File: config.mk
export PLATFORM = sky130hd
export DESIGN_NAME = pfs_port_mux
export DESIGN_NICKNAME = d
export VERILOG_FILES = /design/src/pkg/pfs_pkg.sv /design/src/core/pfs_port_mux.sv
export SDC_FILE = /design/constraint.sdc
export NUM_CORES = 1
export LEC_CHECK = 0
export BUFFER_PORTS_ARGS = -buffer_cell sky130_fd_sc_hd__buf_2
export CELL_PAD_IN_SITES_DETAIL_PLACEMENT = 0
export CELL_PAD_IN_SITES_GLOBAL_PLACEMENT = 1
export CORE_MARGIN = 1
export CORE_UTILIZATION = 32
export CTS_CLUSTER_SIZE = 30
export DETAILED_ROUTE_END_ITERATION = 7
export GPL_TIMING_DRIVEN = 0
export PLACE_DENSITY_LB_ADDON = 0.1
export SLEW_MARGIN = 15
export SYNTH_ARGS = -nofsm -noshare
export SYNTH_HDL_FRONTEND = slang
export SYNTH_SLANG_ARGS = --single-unit
File: constraint.sdc
create_clock -name ref_clk_in -period 2.1 [get_ports ref_clk_in]
set_input_delay 0.21 -clock ref_clk_in [delete_from_list [all_inputs] [get_ports ref_clk_in]]
set_output_delay 0.21 -clock ref_clk_in [all_outputs]
set_load 0.02 [all_outputs]
File: src/pkg/pfs_pkg.sv
// package for the port function select mux: codes, field layouts and carriers
package pfs_pkg;
	// ****************************************
	// field codes
	// ****************************************
	localparam logic [2:0] PFS_ADC_CH_AN10 = 3'h2; // channel select for channel ten
	localparam logic [2:0] PFS_ADC_CH_AN11 = 3'h3; // channel select for channel eleven
	localparam logic [1:0] PFS_ADC_GRP_P1 = 2'h1; // group select for port 1 channels
	localparam logic [1:0] PFS_TC_ROUTE_P1 = 2'h1; // timer c route code for port 1
	localparam logic [1:0] PFS_TC_ROUTE_P3 = 2'h2; // timer c route code for port 3
	localparam logic [1:0] PFS_TA_ROUTE_P17 = 2'h1; // timer a route to port 1 pin 7
	localparam logic [1:0] PFS_TA_ROUTE_P15 = 2'h2; // timer a route to port 1 pin 5
	localparam logic [2:0] PFS_TA_MODE_TIMER = 3'h0; // timer a plain timer mode
	localparam logic [2:0] PFS_TA_MODE_PULSE = 3'h1; // timer a pulse output mode
	localparam logic [2:0] PFS_TA_MODE_MEAS = 3'h3; // timer a mode used by lin slave
	localparam logic [2:0] PFS_INT1_ROUTE_P15 = 3'h1; // interrupt 1 route to pin 5
	localparam logic [2:0] PFS_INT1_ROUTE_P17 = 3'h0; // interrupt 1 route to pin 7
	localparam logic [2:0] PFS_SMD_SYNC = 3'h1; // serial mode: clock synchronous
	localparam logic [1:0] PFS_CS_OFF = 2'h0; // chip select unused
	localparam logic [1:0] PFS_CS_IN = 2'h1; // chip select as input
	localparam logic [1:0] PFS_TC_CLK_P33 = 2'h2; // timer c clock route to port 3 pin 3
	// ****************************************
	// pin numbering inside a port vector
	// ****************************************
	localparam int PFS_P1_2 = 0;
	localparam int PFS_P1_3 = 1;
	localparam int PFS_P1_4 = 2;
	localparam int PFS_P1_5 = 3;
	localparam int PFS_P1_6 = 4;
	localparam int PFS_P1_7 = 5;
	localparam int PFS_P3_3 = 6;
	localparam int PFS_P3_4 = 7;
	localparam int PFS_P3_5 = 8;
	localparam int PFS_P3_7 = 9;
	localparam int PFS_NPIN = 10;
	// ****************************************
	// carriers
	// ****************************************
	// control bits gathered from the peripherals
	typedef struct packed {
		logic key_input2_enable;
		logic key_input3_enable;
		logic [2:0] adc_channel;
		logic [1:0] adc_group_select;
		logic timer_c_route_b;
		logic [1:0] timer_c_route_c;
		logic timer_b_output;
		logic [1:0] timer_a_route;
		logic timer_a_pulse_out_ctrl;
		logic [2:0] timer_a_mode;
		logic [2:0] ext_int1_route;
		logic ext_int1_enable;
		logic int1_comparator_select;
		logic ext_int3_enable;
		logic int3_comparator_select;
		logic uart0_receive_route;
		logic uart0_transmit_route;
		logic uart0_clock_route;
		logic serial_clock_direction;
		logic [2:0] serial_mode_select;
		logic uart_channel_type;
		logic [1:0] chip_select_field;
		logic chip_select_open_drain;
		logic serial_data_open_drain;
		logic bidirectional_mode_bit;
		logic serial_clock_open_drain;
		logic uart2_clock_open_drain;
		logic ssu_busy_p34;
		logic [1:0] timer_c_clock_route;
		logic uart2_route_p34;
		logic pullup_group_p3_high;
		logic drive_strength_p3_3;
	} pfs_ctrl_t;
	// peripheral output values toward the pins
	typedef struct packed {
		logic timer_b_output;
		logic timer_c_channel_c;
		logic timer_a_pin;
		logic uart0_txd;
		logic uart0_clk;
		logic ssu_cs;
		logic ssu_data;
		logic serial_clk;
	} pfs_periph_t;
	// inputs delivered to the peripherals
	typedef struct packed {
		logic adc_an10;
		logic adc_an11;
		logic key_input2;
		logic key_input3;
		logic timer_c_channel_c;
		logic timer_a_pin;
		logic uart0_rxd;
		logic ext_int1;
		logic uart0_ext_clk;
		logic comp_b1_reference_in;
		logic comp_b1_signal_in;
		logic comp_b3_signal_in;
		logic comp_b3_reference_in;
		logic ext_int3;
		logic ssu_cs;
	} pfs_inputs_t;
endpackage

File: src/core/pfs_port_mux.sv
// pin function selection for port 1 pins 2..7 and port 3 pins 3,4,5,7
// Function
// - p1_2 analog channel ten under conditions
// - p1_3 analog channel eleven under conditions
// - timer b output overrides p1_3
// - timer c channel c on p1_3
// - timer a input needs mode not 000/001, except lin master in 000
// - timer a pulse output on p1_7
// - lin master shares p1_5 receive/timer
// - lin slave adds interrupt 1 on p1_5
// - p1_6 external uart0 clock input
// - p1_6 drives internal uart0 clock
// - p1_6 comparator b1 reference input
// - p1_7 comparator b1 signal input
// - p3_3 comparator b3 signal input
// - p3_4 comparator b3 reference input
// - p3_3 chip select, optional open drain
// - p3_4 data open drain in standard mode
// - p3_5 serial clock open drain option
// - p3_5 uart2 clock open drain option
// - p1_4 uart0 transmit, optional open drain
// - p3 pins 4, 5, 7 group pull-up on inputs
// - p3_3 high drive option
// - pull-up only for input pins
`timescale 1ns/1ps
module pfs_port_mux (
	input wire logic ref_clk_in, // system clock, 200 MHz
	input wire logic rstn_in, // asynchronous active-low reset
	input wire logic clk_en_in, // freezes all state but the reset synchroniser while low
	input wire pfs_pkg::pfs_ctrl_t ctrl_in, // peripheral control bits, same clock
	input wire logic [pfs_pkg::PFS_NPIN-1:0] dir_in, // direction bits, 1 = output
	input wire logic [pfs_pkg::PFS_NPIN-1:0] latch_in, // port output latch
	input wire pfs_pkg::pfs_periph_t periph_in, // peripheral outputs
	input wire logic [pfs_pkg::PFS_NPIN-1:0] pin_in, // pad levels, asynchronous
	output logic [pfs_pkg::PFS_NPIN-1:0] pin_out, // pad output value
	output logic [pfs_pkg::PFS_NPIN-1:0] pin_oe_n_out, // low while driving
	output logic [pfs_pkg::PFS_NPIN-1:0] pullup_out, // pull-up enable
	output logic [pfs_pkg::PFS_NPIN-1:0] high_drive_out, // high drive enable
	output pfs_pkg::pfs_inputs_t periph_out // inputs to the peripherals
);
	import pfs_pkg::*;

	// ****************************************
	// reset and pin synchronisers
	// ****************************************
	logic rst_meta_r; // first reset stage
	logic rst_sync_n_r; // released reset used by the rest
	logic [PFS_NPIN-1:0] pin_meta_r; // first pad stage, read only by the second
	logic [PFS_NPIN-1:0] pin_sync_r; // synchronised pad levels

	// reset release through two flops so release is clean against the clock
	always_ff @(posedge ref_clk_in or negedge rstn_in) begin
		if (!rstn_in) begin
			rst_meta_r <= 1'b0;
			rst_sync_n_r <= 1'b0;
		end else begin
			rst_meta_r <= 1'b1;
			rst_sync_n_r <= rst_meta_r;
		end
	end

	// pads are asynchronous, two flops before any decode
	always_ff @(posedge ref_clk_in or negedge rst_sync_n_r) begin
		if (!rst_sync_n_r) begin
			pin_meta_r <= '0;
			pin_sync_r <= '0;
		end else if (clk_en_in) begin
			pin_meta_r <= pin_in;
			pin_sync_r <= pin_meta_r;
		end
	end

	// ****************************************
	// helpers
	// ****************************************
	// timer a input accepted only outside the two output-type modes
	function automatic logic ta_input_mode(input logic [2:0] mode, input logic pulse_ctrl);
		ta_input_mode = !pulse_ctrl && (mode != PFS_TA_MODE_TIMER) && (mode != PFS_TA_MODE_PULSE);
	endfunction

	// timer a pulse output condition for a given route
	function automatic logic ta_pulse(input pfs_ctrl_t c, input logic [1:0] route);
		ta_pulse = (c.timer_a_route == route) && !c.timer_a_pulse_out_ctrl && (c.timer_a_mode == PFS_TA_MODE_PULSE);
	endfunction

	// ****************************************
	// combinational selection
	// ****************************************
	logic [PFS_NPIN-1:0] drv_nxt; // pin is driven
	logic [PFS_NPIN-1:0] val_nxt; // driven value
	logic [PFS_NPIN-1:0] od_nxt; // open drain: drive only low
	logic [PFS_NPIN-1:0] is_in_nxt; // pin acts as input
	logic [PFS_NPIN-1:0] pu_nxt;
	logic [PFS_NPIN-1:0] hd_nxt;
	pfs_inputs_t pin_fn_nxt;
	logic ta_p15; // timer a input routed to p1_5
	logic ta_p17; // timer a input routed to p1_7
	logic p13_tc; // timer c channel c owns p1_3

	always_comb begin
		// general port default for every pin
		drv_nxt = dir_in;
		val_nxt = latch_in;
		od_nxt = '0;
		pin_fn_nxt = '0;
		// p1_2: analog channel ten
		pin_fn_nxt.key_input2 = ctrl_in.key_input2_enable && !dir_in[PFS_P1_2] && pin_sync_r[PFS_P1_2];
		if (!dir_in[PFS_P1_2] && !ctrl_in.key_input2_enable && ctrl_in.adc_channel == PFS_ADC_CH_AN10 &&
			ctrl_in.adc_group_select == PFS_ADC_GRP_P1 && !ctrl_in.timer_c_route_b) begin
			pin_fn_nxt.adc_an10 = pin_sync_r[PFS_P1_2];
		end
		// p1_3: timer b output beats everything but key input 3
		p13_tc = (ctrl_in.timer_c_route_c == PFS_TC_ROUTE_P1) && !ctrl_in.timer_b_output;
		pin_fn_nxt.key_input3 = ctrl_in.key_input3_enable && !dir_in[PFS_P1_3] && pin_sync_r[PFS_P1_3];
		if (ctrl_in.timer_b_output) begin
			drv_nxt[PFS_P1_3] = 1'b1;
			val_nxt[PFS_P1_3] = periph_in.timer_b_output;
		end else if (p13_tc) begin
			// timer c owns the pin; direction bit 0 makes it a capture input
			val_nxt[PFS_P1_3] = periph_in.timer_c_channel_c;
			if (!dir_in[PFS_P1_3]) begin
				pin_fn_nxt.timer_c_channel_c = pin_sync_r[PFS_P1_3];
			end
		end else if (!dir_in[PFS_P1_3] && !ctrl_in.key_input3_enable &&
			ctrl_in.adc_channel == PFS_ADC_CH_AN11 && ctrl_in.adc_group_select == PFS_ADC_GRP_P1) begin
			pin_fn_nxt.adc_an11 = pin_sync_r[PFS_P1_3];
		end
		// p1_4: uart0 transmit selected by route alone
		if (ctrl_in.uart0_transmit_route) begin
			drv_nxt[PFS_P1_4] = 1'b1;
			val_nxt[PFS_P1_4] = periph_in.uart0_txd;
			od_nxt[PFS_P1_4] = ctrl_in.uart_channel_type;
		end
		// p1_5: receive, timer a and interrupt 1 may all listen at once
		ta_p15 = (ctrl_in.timer_a_route == PFS_TA_ROUTE_P15) &&
			ta_input_mode(ctrl_in.timer_a_mode, ctrl_in.timer_a_pulse_out_ctrl);
		ta_p17 = (ctrl_in.timer_a_route == PFS_TA_ROUTE_P17) &&
			ta_input_mode(ctrl_in.timer_a_mode, ctrl_in.timer_a_pulse_out_ctrl);
		if (!dir_in[PFS_P1_5]) begin
			if (ctrl_in.uart0_receive_route) begin
				pin_fn_nxt.uart0_rxd = pin_sync_r[PFS_P1_5];
			end
			// lin master: receive plus timer a in timer mode
			if (ctrl_in.uart0_receive_route && ctrl_in.timer_a_route == PFS_TA_ROUTE_P15 &&
				!ctrl_in.timer_a_pulse_out_ctrl && ctrl_in.timer_a_mode == PFS_TA_MODE_TIMER) begin
				pin_fn_nxt.timer_a_pin = pin_sync_r[PFS_P1_5];
			end else if (ta_p15) begin
				pin_fn_nxt.timer_a_pin = pin_sync_r[PFS_P1_5];
			end
			// interrupt 1 on pin 5, lin slave (mode 011) included
			if (ctrl_in.ext_int1_route == PFS_INT1_ROUTE_P15 && ctrl_in.ext_int1_enable &&
				!ctrl_in.int1_comparator_select) begin
				pin_fn_nxt.ext_int1 = pin_sync_r[PFS_P1_5];
			end
		end
		// p1_6: uart0 clock or comparator reference
		if (ctrl_in.uart0_clock_route) begin
			if (ctrl_in.serial_clock_direction) begin
				if (!dir_in[PFS_P1_6]) begin
					pin_fn_nxt.uart0_ext_clk = pin_sync_r[PFS_P1_6];
				end
			end else if (ctrl_in.serial_mode_select == PFS_SMD_SYNC) begin
				drv_nxt[PFS_P1_6] = 1'b1;
				val_nxt[PFS_P1_6] = periph_in.uart0_clk;
			end
		end else if (ctrl_in.int1_comparator_select && !dir_in[PFS_P1_6]) begin
			pin_fn_nxt.comp_b1_reference_in = pin_sync_r[PFS_P1_6];
		end
		// p1_7: timer a pulse, timer a input, interrupt 1 or comparator
		if (ta_pulse(ctrl_in, PFS_TA_ROUTE_P17)) begin
			drv_nxt[PFS_P1_7] = 1'b1;
			val_nxt[PFS_P1_7] = periph_in.timer_a_pin;
		end else if (!dir_in[PFS_P1_7]) begin
			if (ta_p17) begin
				pin_fn_nxt.timer_a_pin = pin_sync_r[PFS_P1_7];
			end
			if (ctrl_in.ext_int1_route == PFS_INT1_ROUTE_P17 && ctrl_in.ext_int1_enable &&
				!ctrl_in.int1_comparator_select) begin
				pin_fn_nxt.ext_int1 = pin_sync_r[PFS_P1_7];
			end
			if (ctrl_in.ext_int1_enable && ctrl_in.int1_comparator_select &&
				ctrl_in.timer_a_route != PFS_TA_ROUTE_P17) begin
				pin_fn_nxt.comp_b1_signal_in = pin_sync_r[PFS_P1_7];
			end
		end
		// p3_3: chip select, interrupt 3 or comparator
		if (ctrl_in.chip_select_field == PFS_CS_IN) begin
			pin_fn_nxt.ssu_cs = pin_sync_r[PFS_P3_3];
			drv_nxt[PFS_P3_3] = 1'b0;
		end else if (ctrl_in.chip_select_field != PFS_CS_OFF) begin
			drv_nxt[PFS_P3_3] = 1'b1;
			val_nxt[PFS_P3_3] = periph_in.ssu_cs;
			od_nxt[PFS_P3_3] = ctrl_in.chip_select_open_drain;
		end else if (!dir_in[PFS_P3_3] && ctrl_in.ext_int3_enable) begin
			if (ctrl_in.int3_comparator_select) begin
				if (ctrl_in.timer_c_clock_route != PFS_TC_CLK_P33) begin
					pin_fn_nxt.comp_b3_signal_in = pin_sync_r[PFS_P3_3];
				end
			end else begin
				pin_fn_nxt.ext_int3 = pin_sync_r[PFS_P3_3];
			end
		end
		// p3_4: serial data or comparator reference
		if (ctrl_in.ssu_busy_p34) begin
			drv_nxt[PFS_P3_4] = 1'b1;
			val_nxt[PFS_P3_4] = periph_in.ssu_data;
			od_nxt[PFS_P3_4] = ctrl_in.serial_data_open_drain && !ctrl_in.bidirectional_mode_bit;
		end else if (ctrl_in.int3_comparator_select && !dir_in[PFS_P3_4] &&
			ctrl_in.timer_c_route_c != PFS_TC_ROUTE_P3 && !ctrl_in.uart2_route_p34) begin
			pin_fn_nxt.comp_b3_reference_in = pin_sync_r[PFS_P3_4];
		end
		// p3_5: serial clock from the sync unit or uart2, both open-drain capable
		if (ctrl_in.serial_clock_open_drain || ctrl_in.uart2_clock_open_drain) begin
			if (dir_in[PFS_P3_5] || drv_nxt[PFS_P3_5]) begin
				val_nxt[PFS_P3_5] = periph_in.serial_clk;
			end
			od_nxt[PFS_P3_5] = ctrl_in.serial_clock_open_drain || ctrl_in.uart2_clock_open_drain;
		end
		// input flags and options
		is_in_nxt = ~drv_nxt;
		pu_nxt = '0;
		for (int i = PFS_P3_4; i < PFS_NPIN; i++) begin
			pu_nxt[i] = ctrl_in.pullup_group_p3_high && is_in_nxt[i] && !dir_in[i];
		end
		hd_nxt = '0;
		hd_nxt[PFS_P3_3] = ctrl_in.drive_strength_p3_3;
	end

	// ****************************************
	// registered pin outputs
	// ****************************************
	// outputs come from flops; one cycle later than the controls, which the pads tolerate
	always_ff @(posedge ref_clk_in or negedge rst_sync_n_r) begin
		if (!rst_sync_n_r) begin
			pin_out <= '0;
			pin_oe_n_out <= '1; // released: all pins input after reset
		end else if (clk_en_in) begin
			for (int i = 0; i < PFS_NPIN; i++) begin
				// open drain drives only the low level
				pin_out[i] <= val_nxt[i];
				pin_oe_n_out[i] <= !(drv_nxt[i] && !(od_nxt[i] && val_nxt[i]));
			end
		end
	end

	// pad options
	always_ff @(posedge ref_clk_in or negedge rst_sync_n_r) begin
		if (!rst_sync_n_r) begin
			pullup_out <= '0;
			high_drive_out <= '0;
		end else if (clk_en_in) begin
			pullup_out <= pu_nxt;
			high_drive_out <= hd_nxt;
		end
	end

	// inputs toward the peripherals
	always_ff @(posedge ref_clk_in or negedge rst_sync_n_r) begin
		if (!rst_sync_n_r) begin
			periph_out <= '0;
		end else if (clk_en_in) begin
			periph_out <= pin_fn_nxt;
		end
	end
endmodule

# After elaboration in Yosys (flattened, before gate mapping)
# Index checks and enable logic that the tools add are counted.
dict set report word_totals {
  reg_bits 57
  latchBits 0
  ram_bits 0
  mem_bits_ro 0
  inputBits 86
  memories 0
}
dict set report op_classes {
  add_sub_neg 0
  mul 0
  div 0
  magnitude_cmp 0
  eq_ne 14
  n_shift 0
  muxes 64
  bitwise_logic 1
  reduce_logical 79
}
# op n
set op_table {}
lappend op_table {{1-bit two-way mux} 63}
lappend op_table {{1-bit logical AND} 47}
lappend op_table {{1-bit logical NOT} 27}
lappend op_table {{10-bit NOT} 1}
lappend op_table {{3-bit by 1-bit == test with 1-bit output, second input constant} 3}
lappend op_table {{2-bit by 1-bit == test with 1-bit output, second input constant} 4}
lappend op_table {{3-bit by 2-bit == test with 1-bit output, second input constant} 2}
lappend op_table {{3-bit logical NOT} 2}
lappend op_table {{2-bit != test, second input constant} 2}
lappend op_table {{3-bit two-way mux} 1}
lappend op_table {{3-bit by 1-bit != test with 1-bit output, second input constant} 1}
lappend op_table {{3-bit nonzero test} 1}
lappend op_table {{2-bit == test, second input constant} 1}
lappend op_table {{2-bit by 1-bit != test with 1-bit output, second input constant} 1}
lappend op_table {{2-bit nonzero test} 1}
lappend op_table {{1-bit logical OR} 1}

# Logic depth before layout (Yosys ltp)
# Gate-level depths: netlist of run 1.
dict set report logic_depth {
  ltp_word 10
  ltp_mapped 5
}

# Least setup slack after synthesis of run 1
# OpenSTA, ideal clock, no wires.
dict set report synth_timing {
  path_type {input to register}
  start {input port ctrl_in[29] (netlist bit)}
  end {register pin_out[5] (netlist bit)}
  setup_ns 0.126
  arrival_ns 1.066
  required_ns 1.974
  slack_ns 0.908
  stages 3
  path_cell_list {or2_1 -> o311a_1 -> a311o_1}
}
dict set report synth_via {
  elab_chain_cells 3
}
# element line
set synth_lines {}
lappend synth_lines {{start, declared} pfs_port_mux.sv:30} ;# input wire pfs_pkg::pfs_ctrl_t ctrl_in,
lappend synth_lines {{3-bit by 1-bit == test with 1-bit output} pfs_port_mux.sv:83} ;# ta_pulse = (c.timer_a_route == route) && !c.timer_a_pulse_out_ctrl && (c.timer_a_mode == PFS_TA_MODE_PULSE);
lappend synth_lines {{1-bit logical AND} pfs_port_mux.sv:83}
lappend synth_lines {{1-bit two-way mux} pfs_port_mux.sv:170} ;# if (ta_pulse(ctrl_in, PFS_TA_ROUTE_P17)) begin
lappend synth_lines {{end signal, assigned by index} pfs_port_mux.sv:240} ;# pin_out[i] <= val_nxt[i];
lappend synth_lines {{end, declared} pfs_port_mux.sv:35} ;# output logic [pfs_pkg::PFS_NPIN-1:0] pin_out,
# No other way between the ends.
# A chain may end at the register's enable or synchronous reset.

# Worst setup path after layout of run 1
dict set report layout_timing {
  start {register pin_oe_n_out[1] (netlist bit)}
  end {output port pin_oe_n_out[1] (netlist bit)}
}
# element line
set layout_lines {}
lappend layout_lines {{start, declared} pfs_port_mux.sv:36} ;# output logic [pfs_pkg::PFS_NPIN-1:0] pin_oe_n_out,
lappend layout_lines {{start signal, assigned by index} pfs_port_mux.sv:241} ;# pin_oe_n_out[i] <= !(drv_nxt[i] && !(od_nxt[i] && val_nxt[i]));
# No word-level cell between the ends.

==> summary.md, run 1 <==
| Metric | Value |
|---|---|
| # diodes | `0` |
| Clock-pin slew of the registers on the worst-case setup and hold paths | `0.10 ns` |
| Max FO, Critical Path | `2` |
| Synth cell types | `39` |
| Setup slack, reg-to-reg | `0.92 ns` |
| Grt total ovfl | `0` |
| Hold endpoint | `pin_oe_n_out[1]` |
| Worst setup margin | `0.877 ns` |
| Yosys top cell area share | `44.6%` |
| Top delay family on crit path | `flip-flops` |
| Routed Antenna Nets | `0` |
| Worst R2R Start | `pin_sync_r[3]` |
| Wire per inst | `13.8 µm` |
| Placed Cells | `464` |
| Status | `completed` |
| CTS Buf Count | `5` |
| Die Wd | `90.9 µm` |
| Max incr delay on CP | `0.54 ns` |
| Detailed-route vias per instance | `4.48` |
| Min Tclk post-route | `1.22 ns` |
| Mapped Cells | `226` |
| Data arrival time of the worst path | `1.01 ns` |
| Synth warn | `0` |
| I/O pins | `141` |
| Vias in the first global route | `2,093` |
| CP bufs+invs | `1` |
| Routed vias | `2,118` |
| Endpoints failing hold | `0` |
| FP Rows | `32` |
| Setup CP Type | `flip-flop to primary output` |
| Worst vdd ir | `0.000295 V` |
| Final setup violation count | `0` |
| Fmax | `817 MHz` |
| Area leader, netlist | `dfrtp_1` |
| Clock Skew | `0.00409 ns` |
| Crit start category | `flip-flop` |
| Finished Core Util | `44.4%` |
| Max_slew headroom | `53.1%` |
| # Max-Cap Violations | `0` |
| Hpwl dp | `4910 µm` |
| Share of post-route cells with drive strength above 1 | `48.8%` |
| Pwr Total | `2.26 mW` |
| Fill cell count | `788` |
| Routability cong. | `0.713` |
| Hold Crit Start | `dir_in[1]` |
| HP Class | `primary input to flip-flop` |
| Post-synthesis sequential area ratio | `55.0%` |
| PortBufs | `121` |
| Global Route Usage Sum | `16.4%` |
| Cell Area, Synth | `2530 µm²` |
| Clk buf depth | `2` |
| Synth area leaders | `dfrtp_1 45%, dfstp_2 10%, mux2_2 8.9%` |
| Drt total wl | `6510 µm` |
| Leak pwr | `1.71 nW` |
| Cell chain of the critical path | `buf_2` |
| Req. time, crit path | `1.89 ns` |
| Core Box Area | `7690 µm²` |
| Clk_lat worst skew | `0.31 ns` |
| Initial core utilization | `32.9%` |
| Slew @ Worst Pin | `0.704 ns` |
| Worst r2r dst | `periph_out[9]` |
| Synth-to-layout area growth | `35.2%` |
| #FFs+latches synth | `55` |
| Largest net degree at the start of global routing | `54` |
| Post-CTS setup buffers | `0` |
| Area after DPL | `3320 µm²` |
| FF-to-FF path depth | `3` |
| CTS HTree Levels | `2` |
| Hold depth | `2` |
| Sum of negative setup slack | `0 ns` |
| Clock Sinks | `55` |
| Syn avg cell area | `11.2 µm²` |
| DRC errors left | `0` |
| PostCTS Resize Cnt | `0` |
| Clock root buffer | `clkbuf_8` |
| Crit end category | `primary output` |
| Nets | `456` |
| Post-route cell area | `3410 µm²` |
| Initial antenna violation count | `0` |
| 1st-iter DRT viols | `71` |
| RSZ-0062 raised after global routing | `no` |
| First-pass GRT wire length | `10,500 µm` |
| Critical path depth | `1` |
| CP startpoint | `pin_oe_n_out[1]` |
| Slowest-stage cell, CP | `dfstp_2` |
| CTS tree | `yes` |
| PwrDens | `662 nW/µm²` |
| Die area | `8250 µm²` |
| Pre-CTS setup slack | `0.616 ns` |
| Hold_ws | `0.0499 ns` |
| Final period util | `58.3%` |
| Fin. max-slew vios | `0` |
| Post-Layout Cell Count | `473` |
| Die Ht | `90.9 µm` |
| Drt first pass iters | `6` |
==> flip-flops by register name, summed over array words and instances, names as in the netlist <==
signal          count
periph_out         15
pin_meta_r          7
pin_sync_r          7
pin_out            10
pin_oe_n_out       10
rst_meta_r          1
rst_sync_n_r        1
pullup_out          3
high_drive_out      1
==> area by class of cell <==
class | instances | area, µm² | share of cell area [%]
plain buffers | 25 | 159 | 4.65
clock buffers | 6 | 72.6 | 2.13
clock inverters | 2 | 12.5 | 0.366
inverters | 13 | 48.8 | 1.43
multi-input cells | 148 | 986 | 28.9
flip-flops and latches | 55 | 1390 | 40.8
well taps | 102 | 128 | 3.74
repair buffers | 122 | 616 | 18.0
==> per-layer routing <==
metal / vias to the layer above / GRT usage [%] / routed length [µm]
met5: - / 0 / 0
met4: 0 / 3.97 / 62
met3: 5 / 4.12 / 419
met2: 83 / 27.1 / 3130
met1: 980 / 21.4 / 2900
li1: 1050 / - / -
==> cells in the final DEF, fill, tap and decap left out, drive strengths merged <==
cell type    instances
nor2b                7
nor4b                2
nor4bb               1
or4                  1
o311a                1
mux2i                5
nand3b               2
dfrtp               45
or3                  1
nand2               12
o31ai                5
a41oi                2
nand3                7
o21ai               16
o2bb2ai              6
nor3                 1
nand4                3
a21o                 2
a311o                1
conb                17
o41ai                1
mux2                20
a31oi                3
nand4b               3
clkinv               1
or2                  1
nor3b                1
clkinvlp             1
and3                 1
dfstp               10
nor2                11
clkbuf              11
a21oi                9
and4b                1
dlygate4sd3          1
inv                 13
buf                141
nand4bb              1
nand2b               4
==> where the power goes <==
part           internal, mW  leakage (nW)  switching [mW]
Combinational         0.205          1.01           0.245
Clock                 0.234        0.0412           0.351
Sequential             1.16         0.665          0.0626
==> synth_stat cells, drive strengths merged <==
library cell / n
mux2i: 5
a21o: 2
nand4b: 3
inv: 13
conb: 2
nor3b: 1
or2: 1
buf: 20
or4: 1
a31oi: 3
nor4b: 2
o31ai: 5
nand3: 7
nand4bb: 1
o41ai: 1
a41oi: 2
o311a: 1
nand3b: 2
dfstp: 10
nor4bb: 1
dfrtp: 45
clkbuf: 5
nor3: 1
mux2: 20
and3: 1
nand4: 3
nor2: 11
nand2: 12
o21ai: 16
nor2b: 7
o2bb2ai: 6
a21oi: 9
a311o: 1
or3: 1
nand2b: 4
and4b: 1
==> cell families after synthesis <==
| family | share of synthesized area, % |
|---|---|
| compound gates | 11.7 |
| buf+inv | 8.22 |
| flops | 55.0 |
| mux | 10.9 |
| other cells | 0.297 |
| simple gates | 13.9 |
==> timing repair <==
action                                 CTS  global route
setup endpoints to repair                0             0
endpoints found under the hold margin    2             0
hold buffers                             1             0
==> how the worst max path moves through the flow <==
| stage | to |
|---|---|
| 2_1_floorplan | high_drive_out[6] |
| 4_1_cts | pin_oe_n_out[1] |
| 3_3_place_gp | pin_out[5] |
| 6_report | pin_oe_n_out[1] |
| 3_5_place_dp | pin_out[1] |
| 5_1_grt | periph_out[9] |
Note: power is estimated with default switching activity, not from simulation.
==> inputs of run 2 (changes only) <==
Settings changed: ABC_AREA from default to 1, CORE_UTILIZATION 32 to 28.
Clock period 2.1 ns to 1 ns, I/O delays scaled along.
==> summary.md, run 2 <==
| Metric | Value |
|---|---|
| Status | `finished with violations` |
| Violated checks | `design-rule violations, negative setup slack` |
| Min Tclk post-route | `1.08 ns` |
| Psw | `1.43 mW` |
| FP Rows | `34` |
| Clock root buffer | `clkbuf_8` |
| Nets | `566` |
| Die Ht | `97.7 µm` |
| # diodes | `0` |
| Hpwl dp | `5360 µm` |
| Power share of the combinational group | `21.3%` |
| Max incr delay on CP | `0.56 ns` |
| Hold depth | `4` |
| Endpoints failing hold | `0` |
| HP Class | `primary input to flip-flop` |
| Most frequent cells in the layout | `105 x buf_2, 94 x nand2_1, 44 x dfrtp_1` |
| Synth-to-layout area growth | `51.8%` |
| Share of post-route cells with drive strength above 1 | `37.8%` |
| Fmax | `927 MHz` |
| Sw frac | `27.7%` |
| Req. time, crit path | `0.90 ns` |
| Crit end category | `primary output` |
| Data arrival time of the worst path | `0.98 ns` |
| Vias in the first global route | `2,474` |
| Most common cell after layout, fill and taps aside | `buf_2` |
| Clock Skew | `0.00540 ns` |
| Initial core utilization | `29.1%` |
| Die area | `9550 µm²` |
| Cell Area, Synth | `2570 µm²` |
| Largest net degree at the start of global routing | `54` |
| Hold Crit Start | `ctrl_in[8]` |
| Final setup violation count | `10` |
| Synth top cells by count | `94 x nand2_1, 45 x dfrtp_1, 30 x nor2_1` |
| Clock network fraction of total power | `29.7%` |
| Die Wd | `97.7 µm` |
| Cell chain of the critical path | `buf_6` |
| Synth warn | `0` |
| 1st-iter DRT viols | `66` |
| Clock-pin slew of the registers on the worst-case setup and hold paths | `0.10 ns` |
| CTS tree | `yes` |
| Wire per inst | `12.7 µm` |
| FF-to-FF path depth | `6` |
| Routability cong. | `0.772` |
| Max reg flops | `15` |
| Seq pwr share | `49.0%` |
| DRC errors left | `16` |
| Top-count cell post-synth | `nand2_1` |
| Clk_lat worst skew | `0.31 ns` |
| RSZ-0062 raised after global routing | `yes` |
| Leak pwr | `2.13 nW` |
| PortBufs | `121` |
| Routed Antenna Nets | `0` |
| Placed Cells | `553` |
| Finished Core Util | `44.2%` |
| Top delay family on crit path | `flip-flops` |
| Hold_ws | `0.0129 ns` |
| Fill cell count | `901` |
| Post-synthesis sequential area ratio | `54.1%` |
| Synth async-reset ratio | `100%` |
| Core Box Area | `8810 µm²` |
| EDFF count, synth | `0` |
| Worst setup margin | `-0.0789 ns` |
| Synth cell types | `30` |
| Worst vdd ir | `0.000580 V` |
| Grt total ovfl | `0` |
| PwrDens | `1330 nW/µm²` |
| Worst r2r dst | `periph_out[9]` |
| Post-Layout Cell Count | `589` |
| Slowest-stage cell, CP | `dfstp_2` |
| P_int | `3.75 mW` |
| Sum of negative setup slack | `-0.711 ns` |
| Crit start category | `flip-flop` |
| Drt first pass iters | `6` |
| Drt total wl | `7450 µm` |
| Hold endpoint | `pin_oe_n_out[7]` |
| I/O pins | `141` |
| Pwr Total | `5.19 mW` |
| Clock Sinks | `55` |
| Area leader, netlist | `dfrtp_1` |
| Syn avg cell area | `8.30 µm²` |
| CP bufs+invs | `1` |
| Detailed-route vias per instance | `4.28` |
| Synth area leaders | `dfrtp_1 44%, nand2_1 14%, dfstp_2 10%` |
| Initial antenna violation count | `0` |
| Worst R2R Start | `pin_sync_r[3]` |
| Top flop regs | `periph_out x15, pin_oe_n_out x10, pin_out x10` |
| Clk buf depth | `2` |
| Setup CP Type | `flip-flop to primary output` |
| # Max-Cap Violations | `0` |
| Max FO, Critical Path | `2` |
| Main synth FF type | `dfrtp_1` |
| First-pass GRT wire length | `11,900 µm` |
| Routed vias | `2,518` |
| Final period util | `108%` |
| Fin. max-slew vios | `0` |
| Yosys top cell area share | `43.9%` |
| Setup slack, reg-to-reg | `0.11 ns` |
| Global Route Usage Sum | `16.0%` |
| #FFs+latches synth | `55` |
| CTS Buf Count | `5` |
| Mapped Cells | `309` |
| CTS HTree Levels | `2` |
| Reg with most FFs | `periph_out` |
[run 2: cell types whose count changed after synthesis, sizes merged, moves of 5 or more]
cell / previous run / this run
nand2: 12 / 95
mux2: 20 / 0
nor2: 11 / 31
inv: 13 / 28
nand3: 7 / 20
o21ai: 16 / 25
nor2b: 7 / 0
buf: 20 / 26
o2bb2ai: 6 / 0
clkbuf: 5 / 0
[run 2: power groups by stage]
stage	logic [mW]	clock network (mW)	registers (mW)
6_report	1.11	1.54	2.54
5_1_grt	1.23	1.70	2.57
4_1_cts	1.02	1.62	2.56
3_5_place_dp	0.919	0	2.59
3_3_place_gp	0.914	0	2.59
2_1_floorplan	0.394	0	2.71
[run 2: cell families (layout without fill, tap and decap cells)]
group,count (synthesis),in the layout,synth area share (%)
and+or+nand+nor,157,157,25.5
DFF,55,55,54.1
buffers and inverters,55,212,11.4
AOI/OAI and AO/OA,39,39,8.24
other,2,17,0.293
muxes,1,1,0.390
[run 2: worst max path at each step]
stage / startpoint / endpoint / slack [ns] / cells past startpoint
2_1_floorplan: rst_sync_n_r / high_drive_out[6] / 0.06 / 0
3_3_place_gp: rst_sync_n_r / periph_out[7] / -0.37 / 0
3_5_place_dp: clk_en_in / pin_out[2] / 0.01 / 4
4_1_cts: pin_oe_n_out[1] / pin_oe_n_out[1] / -0.1 / 1
5_1_grt: pin_oe_n_out[9] / pin_oe_n_out[9] / -0.12 / 1
6_report: pin_oe_n_out[1] / pin_oe_n_out[1] / -0.08 / 1
[run 2: what timing repair did]
item / 4_1_cts / 5_1_grt
endpoints found under the hold margin: 17 / 1
setup buffers: 1 / 8
hold buffers: 18 / 1
pin swaps: 0 / 0
setup endpoints to repair: 10 / 58
gates resized for setup: 20 / 25
[run 2: per-stage QoR]
step / area, µm² / setup WS (ns)
2_1_floorplan: 2620 / 0.0572
3_3_place_gp: 3360 / -0.370
3_5_place_dp: 3370 / 0.0108
4_1_cts: 3730 / -0.0998
5_1_grt: 3890 / -0.123
6_report: 3890 / -0.0789
[run 2: cell type report]
cell class	count	area, µm²	share of cell area (%)
flip-flops and latches	55	1390	35.8
repair buffers	149	1010	26.0
multi-input cells	214	943	24.2
plain buffers	26	184	4.72
well taps	108	135	3.47
inverters	29	109	2.79
clock buffers	6	82.6	2.12
clock inverters	2	35.0	0.899
[run 2: metal layers]
layer / share of wire (%) / vias up / global-route usage, %
li1: - / 1286 / -
met1: 44 / 1157 / 18.8
met2: 50 / 70 / 29.2
met3: 5.0 / 5 / 3.87
met4: 0.94 / 0 / 3.85
met5: 0 / - / 0
==> inputs of run 3 (changes only) <==
Settings changed: CORE_UTILIZATION 28 to 33.
Clock period 1 ns to 1.35 ns, I/O delays scaled along.
==> summary.md, run 3 (synthesis results as in run 2) <==
| Metric | Value |
|---|---|
| Status | `completed` |
| Synth-to-layout area growth | `35.9%` |
| Worst vdd ir | `0.000575 V` |
| Routed Antenna Nets | `0` |
| Routed vias | `2,413` |
| Post-CTS setup buffers | `0` |
| Hold Crit Start | `ctrl_in[0]` |
| Crit end category | `primary output` |
| # diodes | `0` |
| Clk_lat worst skew | `0.31 ns` |
| Top delay family on crit path | `flip-flops` |
| RSZ-0062 raised after global routing | `no` |
| Endpoints failing hold | `0` |
| Max_slew headroom | `52.6%` |
| DRC errors left | `0` |
| Vias in the first global route | `2,383` |
| Reg with most FFs | `periph_out` |
| Routability cong. | `0.775` |
| PwrDens | `1010 nW/µm²` |
| Cell chain of the critical path | `buf_2` |
| Grt total ovfl | `0` |
| # Max-Cap Violations | `0` |
| Fin. max-slew vios | `0` |
| Top flop regs | `periph_out x15, pin_oe_n_out x10, pin_out x10` |
| Die Wd | `90.2 µm` |
| Initial core utilization | `34.8%` |
| Fmax | `867 MHz` |
| Initial antenna violation count | `0` |
| Met2 global-route usage | `29.3%` |
| Leak pwr | `1.97 nW` |
| Die Ht | `90.2 µm` |
| PortBufs | `121` |
| Setup CP Type | `flip-flop to primary output` |
| Detailed-route vias per instance | `4.34` |
| Area after DPL | `3360 µm²` |
| Most common cell after layout, fill and taps aside | `buf_2` |
| Nets | `542` |
| Worst R2R Start | `pin_sync_r[3]` |
| Global Route Usage Sum | `17.8%` |
| Max reg flops | `15` |
| Drt total wl | `6890 µm` |
| 1st-iter DRT viols | `75` |
| Clk buf depth | `2` |
| Die area | `8130 µm²` |
| CP bufs+invs | `1` |
| Worst setup margin | `0.196 ns` |
| Met1 Use GR | `23.5%` |
| Slew @ Worst Pin | `0.712 ns` |
| Share of post-route cells with drive strength above 1 | `37.4%` |
| FP Rows | `31` |
| Largest net degree at the start of global routing | `54` |
| Min Tclk post-route | `1.15 ns` |
| Sum of negative setup slack | `0 ns` |
| CP startpoint | `pin_oe_n_out[9]` |
| Core Box Area | `7370 µm²` |
| Wire per inst | `12.4 µm` |
| Data arrival time of the worst path | `1.02 ns` |
| CTS tree | `yes` |
| Req. time, crit path | `1.22 ns` |
| CTS HTree Levels | `2` |
| Drt first pass iters | `4` |
| GR Util met3 | `4.31%` |
| I/O pins | `141` |
| HP Class | `primary input to flip-flop` |
| Clock Sinks | `55` |
| First-pass GRT wire length | `11,400 µm` |
| Clock Skew | `0.00349 ns` |
| Pre-CTS setup slack | `0.352 ns` |
| Max incr delay on CP | `0.55 ns` |
| Post-route cell area | `3490 µm²` |
| CTS Buf Count | `5` |
| Clock root buffer | `clkbuf_8` |
| Most frequent cells in the layout | `127 x buf_2, 94 x nand2_1, 44 x dfrtp_1` |
| Clock-pin slew of the registers on the worst-case setup and hold paths | `0.10 ns` |
| Most used routing layer in global routing | `met2` |
| Final period util | `85.5%` |
| Crit start category | `flip-flop` |
| Hpwl dp | `5090 µm` |
| Max FO, Critical Path | `2` |
| Final setup violation count | `0` |
| Slowest-stage cell, CP | `dfstp_2` |
## run 3: changes by cell type in the layout (fill, tap and decap cells not counted), sizes merged
cell	before	now
dlygate4sd3	19	4
bufinv	1	0
clkbuf	6	7
buf	156	147
## run 3: layout make-up
class / count / area (µm²)
clock inverter: 1 / 5.00
buffer: 26 / 184
tap: 99 / 124
inverter: 29 / 109
clock buffer: 7 / 86.3
timing repair buffer: 125 / 646
sequential: 55 / 1390
multi-input combinational: 214 / 941
fill: 824 / 3880
## run 3: per-layer routing
metal	wire length [µm]	vias to the layer above
met2	3180	89
met1	3210	1081
met4	63	0
met5	0	-
li1	-	1236
met3	433	7
## run 3: worst paths after layout
check / depth (start not counted) / slack, ns / endpoint
max: 1 / 0.20 / pin_oe_n_out[9]
min: 3 / 0.02 / high_drive_out[6]
max reg2reg: 6 / 0.43 / periph_out[9]
min reg2reg: 0 / 0.36 / rst_sync_n_r
max in group asynchronous: 0 / 0.48 / pin_sync_r[4]
min in group asynchronous: 2 / 0.12 / rst_sync_n_r
## run 3: timing repair
item,4_1_cts,5_1_grt
endpoints found under the hold margin,5,0
hold buffers,4,0
resized for setup,0,0
## run 3: per-stage QoR
stage / power [mW] / std cells / hold slack [ns] / utilization, %
after floorplan: 2.30 / 324 / -0.161 / -
after global placement: 2.59 / 544 / -0.0796 / 45.5
after global routing: 3.71 / 556 / 0.0136 / 47.3
after detailed placement: 2.59 / 544 / -0.0782 / 45.5
final: 3.52 / 556 / 0.0155 / 47.3
after CTS: 3.57 / 556 / 0.00886 / 47.3
## run 3: where the power goes
| part | switching [mW] | internal, mW | total [mW] | leakage, nW |
|---|---|---|---|---|
| clock | 0.541 | 0.416 | 0.956 | 0.0482 |
| sequential | 0.0920 | 1.79 | 1.88 | 0.678 |
| combinational | 0.399 | 0.278 | 0.678 | 1.24 |
| total | 1.03 | 2.49 | 3.52 | 1.97 |
